<file path="src/inc/chic_pkg.sv">
// Purpose: Shared types and constants for the processor control-pin block.
// Assumes: One 250 MHz clock; all pin-facing inputs are asynchronous.
// Notes:   Floating-point opcode classes are pre-decoded by the core.
package chic_pkg;

  // Floating-point instruction classes seen by the bypass gate
  typedef enum logic [2:0] {
    CHIC_OP_REINIT  = 3'h0,  // Reinit
    CHIC_OP_EXCCLR  = 3'h1,  // Clear faults
    CHIC_OP_ENVST   = 3'h2,  // Store environment
    CHIC_OP_SAVE    = 3'h3,  // Save state
    CHIC_OP_STATST  = 3'h4,  // Store status word
    CHIC_OP_CTRLST  = 3'h5,  // Store control word
    CHIC_OP_OTHER   = 3'h6   // Any other numeric op
  } chic_fpu_op_t;

  // Bus ownership state
  typedef enum logic [1:0] {
    CHIC_BUS_OWN    = 2'h0,  // Driving the bus
    CHIC_BUS_DRAIN  = 2'h1,  // Finishing outstanding cycles
    CHIC_BUS_YIELD  = 2'h2   // Floated, grant high
  } chic_bus_state_t;

  // Interrupt acknowledge sequencer state
  typedef enum logic [2:0] {
    CHIC_IRQ_IDLE   = 3'h0,  // Waiting for request
    CHIC_IRQ_ACK1   = 3'h1,  // First acknowledge cycle
    CHIC_IRQ_ACK2   = 3'h2,  // Second acknowledge cycle
    CHIC_IRQ_VECT   = 3'h3,  // Vector to handler
    CHIC_IRQ_GAP    = 3'h4   // Lock negated between sequences
  } chic_irq_state_t;

  // Floating-point issue request from the core
  typedef struct packed {
    logic         valid;     // Op presented this cycle
    chic_fpu_op_t op;        // Op class
  } chic_fpu_req_t;

  // Bus cycle request from the core
  typedef struct packed {
    logic pending;           // Cycle waiting to start
    logic locked;            // Part of an atomic sequence
    logic last;              // Last cycle of a locked sequence
  } chic_bus_req_t;

  localparam logic       CHIC_MODE_NATIVE = 1'h1;  // Native fault reporting value
  localparam logic [1:0] CHIC_SYNC_RESET  = 2'h0;  // Synchroniser reset value

endpackage

</file>
<file path="src/hdl/chic_ctrl.sv">
// Purpose: Processor external control pins: bus yield, branch pulse,
//          internal error/shutdown, numeric bypass, warm restart, irq ack.
// Assumes: Core supplies decoded events; pin inputs are asynchronous.
// Notes:   Acknowledge cycles borrow the bus request path of the core.
// What this block does
// - Drain cycles, then float and raise yield grant in the same clock
// - Stay floated while request held; then release
// - Pending cycle starts as grant falls
// - No yield during locked sequences
// - Yield request honoured while reset active
// - Branch pulse one clock, always driven
// - Parity error: error flag one clock, shutdown
// - Native mode ignores numeric bypass input
// - Bypass asserted lets numeric ops continue
// - Six control ops run despite pending fault
// - Other ops halt until external interrupt, outside native mode only
// - Warm restart clears irq sequencer, halt and shutdown
// - Restart high at reset release: self test
// - Allowed irq: two locked acks, then vector
// - Lock spans sequence; one clock gap after
`timescale 1ns/100ps
module chic_ctrl
  import chic_pkg::*;
(
  input  wire logic          clock,                  // 250 MHz clock
  input  wire logic          rstn,                   // Async reset, active low
  input  wire logic          bus_yield_req,          // Pin: yield request
  output logic               bus_yield_grant,        // Pin: yield granted
  output logic               bus_float,              // High while pins floated
  input  wire chic_bus_req_t core_bus,               // Core bus request
  input  wire logic          burst_ready_in_n,       // Pin: cycle done, low
  output logic               bus_cycle_start,        // Start a bus cycle
  output logic               bus_lock_n,             // Lock indication, low
  output logic               irq_ack_cycle,          // Current cycle is an ack
  input  wire logic          branch_taken,           // Core branch event
  output logic               branch_taken_pulse,     // Pin: branch taken
  input  wire logic          array_parity_err,       // Core parity error event
  output logic               internal_error_flag_n,  // Pin: internal error, low
  output logic               shutdown,               // Shutdown state
  input  wire logic          fpu_fault_report_mode,  // Native fault mode bit
  input  wire logic          pending_fpu_fault,      // Unmasked fault pending
  input  wire logic          numeric_error_bypass_n, // Pin: bypass, low
  input  wire chic_fpu_req_t fpu_req,                // Numeric op request
  output logic               fpu_issue_ok,           // Op may execute
  output logic               fpu_halted,             // Waiting for interrupt
  input  wire logic          warm_restart,           // Pin: warm restart
  output logic               warm_restart_req,       // Pulse: restart core
  output logic               self_test_req,          // Run self test
  input  wire logic          maskable_irq_in,        // Pin: maskable irq
  input  wire logic          irq_allow,              // Interrupt-allow flag
  input  wire logic          insn_done,              // Current insn complete
  output logic               irq_vector              // Pulse: vector to handler
);

  // Reset release synchroniser
  logic [1:0] rst_sync_reg;   // Two-stage reset release
  logic       rst_n;          // Internal reset
  always_ff @(posedge clock or negedge rstn) begin
    if (!rstn) begin
      rst_sync_reg <= CHIC_SYNC_RESET;
    end else begin
      rst_sync_reg <= {rst_sync_reg[0], 1'h1};
    end
  end
  assign rst_n = rst_sync_reg[1];

  // Pin input synchronisers, no reset so they run through reset
  logic [4:0] pin_s1_reg;     // First stage
  logic [4:0] pin_s2_reg;     // Second stage
  always_ff @(posedge clock) begin
    pin_s1_reg <= {bus_yield_req, burst_ready_in_n, numeric_error_bypass_n,
                   warm_restart, maskable_irq_in};
    pin_s2_reg <= pin_s1_reg;
  end
  logic yreq_s;               // Yield request
  logic burst_ready_in_n_s;               // Burst ready, active low
  logic bypass_n_s;           // Bypass, active low
  logic warm_s;               // Warm restart
  logic irq_s;                // Maskable irq
  assign {yreq_s, burst_ready_in_n_s, bypass_n_s, warm_s, irq_s} = pin_s2_reg;

  // Warm restart edge: tracks through reset, so release shows no false edge
  logic warm_d_reg;           // Last warm restart sample
  logic restart;              // Internal restart pulse
  always_ff @(posedge clock) begin
    warm_d_reg <= warm_s;
  end
  assign restart          = warm_s && !warm_d_reg && rst_n;
  assign warm_restart_req = restart;

  // Self test strap caught in the first clock after reset release
  logic strap_done_reg;       // Strap already sampled
  logic self_test_reg;        // Self test requested
  always_ff @(posedge clock or negedge rst_n) begin
    if (!rst_n) begin
      strap_done_reg <= 1'h0;
      self_test_reg  <= 1'h0;
    end else if (!strap_done_reg) begin
      strap_done_reg <= 1'h1;
      self_test_reg  <= warm_s;
    end
  end
  assign self_test_req = self_test_reg;

  // Yield has no async reset: the pin is followed even while reset is held
  chic_bus_state_t bus_reg;   // Bus ownership
  logic            busy_reg;  // A bus cycle is in flight
  logic            lock_reg;  // Locked sequence active
  logic            ack_pend;  // Ack sequencer wants the bus
  logic            start;     // Start a cycle this clock
  always_ff @(posedge clock) begin
    if (!rst_n) begin
      // During reset no cycles are outstanding
      bus_reg <= yreq_s ? CHIC_BUS_YIELD : CHIC_BUS_OWN;
    end else begin
      unique case (bus_reg)
        CHIC_BUS_OWN: begin
          if (yreq_s && !lock_reg) begin
            bus_reg <= CHIC_BUS_DRAIN;
          end
        end
        CHIC_BUS_DRAIN: begin
          if (!busy_reg || !burst_ready_in_n_s) begin
            bus_reg <= CHIC_BUS_YIELD;
          end
        end
        CHIC_BUS_YIELD: begin
          if (!yreq_s) begin
            bus_reg <= CHIC_BUS_OWN;
          end
        end
        default: bus_reg <= CHIC_BUS_OWN;
      endcase
    end
  end
  // Grant drops in the clock in which a pending cycle starts
  assign bus_yield_grant = (bus_reg == CHIC_BUS_YIELD) && yreq_s;
  assign bus_float       = bus_yield_grant;

  // A cycle may start while owning the bus, or the clock grant drops
  logic can_start;            // Bus free for a new cycle
  assign can_start = ((bus_reg == CHIC_BUS_OWN && !(yreq_s && !lock_reg)) ||
                      (bus_reg == CHIC_BUS_YIELD && !yreq_s)) &&
                     (!busy_reg || !burst_ready_in_n_s) && rst_n;
  assign start           = can_start && (core_bus.pending || ack_pend);
  assign bus_cycle_start = start;

  // Outstanding cycle tracker
  always_ff @(posedge clock or negedge rst_n) begin
    if (!rst_n) begin
      busy_reg <= 1'h0;
    end else if (start) begin
      busy_reg <= 1'h1;
    end else if (!burst_ready_in_n_s) begin
      busy_reg <= 1'h0;
    end
  end

  // Interrupt acknowledge sequencer
  chic_irq_state_t irq_reg;   // Sequencer state
  logic            ack_cyc;   // Ack cycle starting this clock
  logic            ack_fired_reg;  // Current ack cycle issued
  // One ack per state: no reissue once fired
  assign ack_pend = (irq_reg == CHIC_IRQ_ACK1 || irq_reg == CHIC_IRQ_ACK2) && !busy_reg &&
                    !ack_fired_reg;
  assign ack_cyc  = ack_pend && start;
  always_ff @(posedge clock or negedge rst_n) begin
    if (!rst_n) begin
      irq_reg       <= CHIC_IRQ_IDLE;
      ack_fired_reg <= 1'h0;
    end else if (restart) begin
      irq_reg       <= CHIC_IRQ_IDLE;
      ack_fired_reg <= 1'h0;
    end else begin
      unique case (irq_reg)
        CHIC_IRQ_IDLE: begin
          if (irq_s && irq_allow && insn_done && !lock_reg) begin
            irq_reg <= CHIC_IRQ_ACK1;
          end
        end
        CHIC_IRQ_ACK1: begin
          if (ack_cyc) begin
            ack_fired_reg <= 1'h1;
          end else if (ack_fired_reg && !busy_reg) begin
            ack_fired_reg <= 1'h0;
            irq_reg       <= CHIC_IRQ_ACK2;
          end
        end
        CHIC_IRQ_ACK2: begin
          if (ack_cyc) begin
            ack_fired_reg <= 1'h1;
          end else if (ack_fired_reg && !busy_reg) begin
            ack_fired_reg <= 1'h0;
            irq_reg       <= CHIC_IRQ_VECT;
          end
        end
        CHIC_IRQ_VECT: irq_reg <= CHIC_IRQ_GAP;
        CHIC_IRQ_GAP:  irq_reg <= CHIC_IRQ_IDLE;
        default:       irq_reg <= CHIC_IRQ_IDLE;
      endcase
    end
  end
  assign irq_ack_cycle = ack_cyc;
  assign irq_vector    = (irq_reg == CHIC_IRQ_VECT);

  // Lock: from first locked cycle start until ready of the last one
  logic lock_last_reg;        // Last locked cycle in flight
  logic ack_seq;              // Ack sequence in progress
  assign ack_seq = (irq_reg == CHIC_IRQ_ACK1 || irq_reg == CHIC_IRQ_ACK2);
  always_ff @(posedge clock or negedge rst_n) begin
    if (!rst_n) begin
      lock_reg      <= 1'h0;
      lock_last_reg <= 1'h0;
    end else if (lock_last_reg && busy_reg && !burst_ready_in_n_s) begin
      lock_reg      <= 1'h0;
      lock_last_reg <= 1'h0;
    end else if (start && ((core_bus.locked && !ack_pend) || ack_pend)) begin
      lock_reg      <= 1'h1;
      lock_last_reg <= ack_pend ? (irq_reg == CHIC_IRQ_ACK2) : core_bus.last;
    end
  end
  // Lock shows in the first clock of the first locked cycle
  assign bus_lock_n = ~(lock_reg || (start && (core_bus.locked || ack_seq)));

  // Branch pulse, always driven
  logic branch_reg;           // Registered branch event
  always_ff @(posedge clock or negedge rst_n) begin
    if (!rst_n) begin
      branch_reg <= 1'h0;
    end else begin
      branch_reg <= branch_taken;
    end
  end
  assign branch_taken_pulse = branch_reg;

  // Internal error: one clock low, then shutdown until restart
  logic internal_error_flag_n_reg;             // Error pulse
  logic shut_reg;             // Shutdown held
  always_ff @(posedge clock or negedge rst_n) begin
    if (!rst_n) begin
      internal_error_flag_n_reg <= 1'h0;
      shut_reg <= 1'h0;
    end else begin
      internal_error_flag_n_reg <= array_parity_err && !shut_reg && !internal_error_flag_n_reg;
      if (internal_error_flag_n_reg) begin
        shut_reg <= 1'h1;
      end else if (restart) begin
        shut_reg <= 1'h0;
      end
    end
  end
  assign internal_error_flag_n = ~internal_error_flag_n_reg;
  assign shutdown              = shut_reg;

  // Numeric fault gate
  logic bypass;               // Bypass honoured
  logic ctrl_op;              // One of the six control ops
  logic halt_reg;             // Waiting for interrupt
  assign bypass  = (fpu_fault_report_mode != CHIC_MODE_NATIVE) && !bypass_n_s;
  assign ctrl_op = (fpu_req.op != CHIC_OP_OTHER);
  always_comb begin
    fpu_issue_ok = 1'h1;
    if (!fpu_req.valid || halt_reg) begin
      fpu_issue_ok = 1'h0;
    end else if (pending_fpu_fault && !bypass && !ctrl_op) begin
      fpu_issue_ok = 1'h0;
    end
  end
  always_ff @(posedge clock or negedge rst_n) begin
    if (!rst_n) begin
      halt_reg <= 1'h0;
    end else if (fpu_req.valid && !halt_reg && pending_fpu_fault && !bypass &&
                 !ctrl_op && (fpu_fault_report_mode != CHIC_MODE_NATIVE)) begin
      halt_reg <= 1'h1;
    end else if (irq_s || restart) begin
      halt_reg <= 1'h0;
    end
  end
  assign fpu_halted = halt_reg;

endmodule

</file>
<file path="config.mk">
export PLATFORM = sky130hd
export DESIGN_NAME = chic_ctrl
export DESIGN_NICKNAME = d
export VERILOG_FILES = /design/src/inc/chic_pkg.sv /design/src/hdl/chic_ctrl.sv
export SDC_FILE = /design/constraint.sdc
export NUM_CORES = 1
export LEC_CHECK = 0
export BUFFER_PORTS_ARGS = -buffer_cell sky130_fd_sc_hd__buf_2
export CAP_MARGIN = 20
export CORE_MARGIN = 1.5
export CORE_UTILIZATION = 49
export CTS_CLUSTER_DIAMETER = 80
export DETAILED_ROUTE_END_ITERATION = 8
export HOLD_SLACK_MARGIN = 0.03
export PLACE_DENSITY = 0.86
export SLEW_MARGIN = 10
export SYNTH_ARGS = -nofsm -noshare
export SYNTH_HDL_FRONTEND = slang
export SYNTH_SLANG_ARGS = --single-unit
</file>
<file path="constraint.sdc">
create_clock -name clock -period 2 [get_ports clock]
set_input_delay 0.3 -clock clock [delete_from_list [all_inputs] [get_ports clock]]
set_output_delay 0.3 -clock clock [all_outputs]
set_load 0.1 [all_outputs]
</file>
==> impl_results.md <==
* Outcome: finished, final reports clean
* Die height at 50.5 um
* Slew headroom at 55.8%
* Worst r2r path cells at 3
* Post-layout min period at 1.98 ns
* Achievable Freq at 506 MHz
* ANT cells at 0
* Leak pwr at 0.000682 uW
* HPWL Detailed at 1600 um
* Seq cells post-synth at 28
* Rows at 16
* P&R area growth vs syn at 34.8%
* Hold Path Stages at 1
* Worst path depth at 5
* Worst-case clock buffer depth at 2
* Cell area power density at 1440 mW/mm2
* Starting Density at 54.0%
* WL/cell at 13.1 um
* Layout Utilization at 72.9%
* Max incr delay on CP at 0.41 ns
* CP Data Required Time at 1.70 ns
* Distinct cell type count after synthesis at 41
* Fraction of layout cells with a size suffix above 1 at 47.7%
* Post-synthesis cell count at 94
* Worst Path Buf+Inv at 1
* CP Data Arrival Time at 1.68 ns
* First-pass GRT wire length at 3640 um
* Routed Antenna Nets at 0
* Psw at 950 uW
* Via count at 816
* Placed cells at 150
* Vias in the first global route at 833
* Reg power frac at 37.6%
* Internal power at 1200 uW
* Post-Layout Cell Count at 159
* Met3 WL at 88 um
* CP Capture Type: output port
* Maximum VDD drop at 1.16 mV
* CP Max Fanout at 4
* Chip Width at 50.5 um
* Sequential-to-total area share from yosys stat at 59.4%
* H-tree depth at 1
* Clock Power Share at 12.3%
* Num Clock Sinks at 28
* RSZ-0062 raised after global routing: yes
* Starting DRT DRC Count at 11
* Root buffer cell: clkbuf_4
* Worst Setup Start Kind: flop
* Slew @ Worst Pin at 0.655 ns
* TNS Setup at 0 ns
* Remaining DRCs at 0
* Comb pwr share at 50.1%
* Clock latency on the worst-skew pair at 0.32 ns
* Die area at 0.00255 mm2
* Drt first pass iters at 4
* Hold slack at 0.0674 ns
* Worst clock skew at 0.00232 ns
* Core Region at 0.00204 mm2
* Crit Path Category: flop to output port
* Port Buffer Count at 32
* Clock transition at path regs at 0.14 ns
* Count of final setup violators at 0
* Largest net degree at the start of global routing at 18
* Mapped Area at 0.00110 mm2
* Final Cycle Share at 98.8%
* Hold Path Class: primary input to flop
* Net count, final at 153
* Initial antenna violation count at 0
* Slowest CP cell: edfxtp_1
* I/O pins at 33
* Total GRT Usage at 19.0%
* Met2 wire length at 1140 um
* TritonCTS clock tree: yes
* Final estimated routing congestion in global placement at 0.805
* CTS Buf Count at 3
* Switch share at 44.3%
* Total gr overflow at 0
* Met1 WL at 831 um
* Cell family with most CP delay: compound AO/OA/AOI/OAI gates
* Slew Limit Fails at 0
* Total Wirelength at 2090 um
* Avg Synthesized Cell Area at 11.7 um2
* Max Cap Viol at 0
* Via density at 5.13
* Worst path cell trace: nand2b_4 > a221oi_4 > o21a_4 > a21oi_4 > buf_12
* Uppermost routed layer: met4
* Synth warn at 0
* Final hold vios at 0
-- final timing paths --
kind	startpoint	endpoint	slack, ns
setup / recovery	bus_reg[1]$_DFFE_PP_	bus_lock_n	0.02
hold reg to reg	rst_sync_reg[1]$_DFF_PN0_	lock_reg$_DFFE_PN0P_	0.32
setup reg to reg	bus_reg[0]$_SDFFCE_PN0P_	bus_reg[0]$_SDFFCE_PN0P_	0.30
min in group asynchronous	rstn	rst_sync_reg[1]$_DFF_PN0_	0.27
max in group asynchronous	rst_sync_reg[1]$_DFF_PN0_	busy_reg$_DFFE_PN0P_	1.49
hold / removal	numeric_error_bypass_n	pin_s1_reg[2]$_DFF_P_	0.07
-- layer usage --
layer / GRT usage [%] / vias to the layer above
li1: - / 399
met1: 22.9 / 387
met2: 35.1 / 25
met3: 1.79 / 5
met4: 6.76 / 0
met5: 0 / -
-- cells by family (layout without fill, tap and decap cells) --
group	after synthesis	in the layout	share of synthesized area, %
flops	28	28	59.4
buf+inv	10	47	4.99
mux	1	1	1.02
compound gates	21	21	15.9
xor+xnor	1	1	1.47
other cells	1	2	0.340
simple gates	32	32	16.9
-- stage by stage --
step                setup slack [ns]  total power, uW  cell area (um2)
floorplan                    -0.0385             1580             1150
global placement               0.364             1730             1370
detailed placement             0.318             1770             1370
CTS                          0.00572             2090             1450
global route                 -0.0913             2270             1490
finish                        0.0238             2150             1490
-- final cells by class --
class / count / area [um2]
sequential: 28 / 659
fill: 161 / 554
multi-input combinational: 57 / 468
timing repair buffer: 38 / 268
clock buffer: 4 / 36.3
tap: 27 / 33.8
inverter: 5 / 22.5
-- synthesized netlist by cell type --
cell type	instances	area (um2)
and3b_1	1	8.76
dfxtp_1	11	220
nand3b_1	1	7.51
a221oi_4	1	26.3
buf_4	2	15.0
a21oi_1	5	25.0
nor2b_1	2	12.5
o22ai_2	1	12.5
xnor2_2	1	16.3
nand2b_1	4	25.0
a22oi_1	1	7.51
o41ai_1	1	8.76
o311ai_0	1	8.76
nor3b_1	1	7.51
nor2_1	9	33.8
nor3_2	1	10.0
o21a_2	3	26.3
o21ai_0	1	5.00
and4b_1	1	10.0
a21o_1	1	7.51
dfrtp_1	15	375
o21a_1	1	7.51
buf_6	1	11.3
nand2_1	4	15.0
mux2_2	1	11.3
inv_1	5	18.8
and3_1	1	6.26
nor3_1	3	15.0
a22o_1	1	8.76
o31ai_1	1	7.51
clkbuf_2	1	5.00
nor4_1	1	6.26
nor2b_4	1	13.8
o21bai_1	1	7.51
buf_2	1	5.00
conb_1	1	3.75
nand4b_1	1	8.76
o211ai_1	1	7.51
edfxtp_1	2	60.1
and2_1	1	6.26
a31o_2	1	8.76
-- repair_timing --
action / 4_1_cts / 5_1_grt
hold endpoints to repair: 2 / 0
hold buffers: 1 / 0
pin swaps: 1 / 2
gates cloned: 0 / 0
endpoints found under the setup margin: 3 / 3
resized for setup: 3 / 6
buffers inserted: 3 / 1
-- layout by cell type, fill, tap and decap left out, types with 2 or more instances in the layout --
cell      netlist  final
nand2b_1        4      2
nand2b_4        0      2
a21oi_1         5      4
buf_4           2      5
dfrtp_2         0      3
buf_2           1     28
conb_1          1      2
nor3_1          3      3
nor2_1          9      6
o21a_2          3      2
nor2b_1         2      2
buf_12          0      4
inv_1           5      4
nand2_1         4      3
clkbuf_4        0      3
nor2_4          0      2
dfxtp_1        11     11
edfxtp_1        2      2
dfrtp_1        15     12
-- power groups by stage --
stage	Combinational [uW]	Sequential [uW]	Clock, uW
3_3_place_gp	934	800	0
2_1_floorplan	717	859	0
3_5_place_dp	955	813	0
4_1_cts	1030	790	271
6_report	1070	808	264
5_1_grt	1150	827	292
Power figures use the tool's default switching activity.
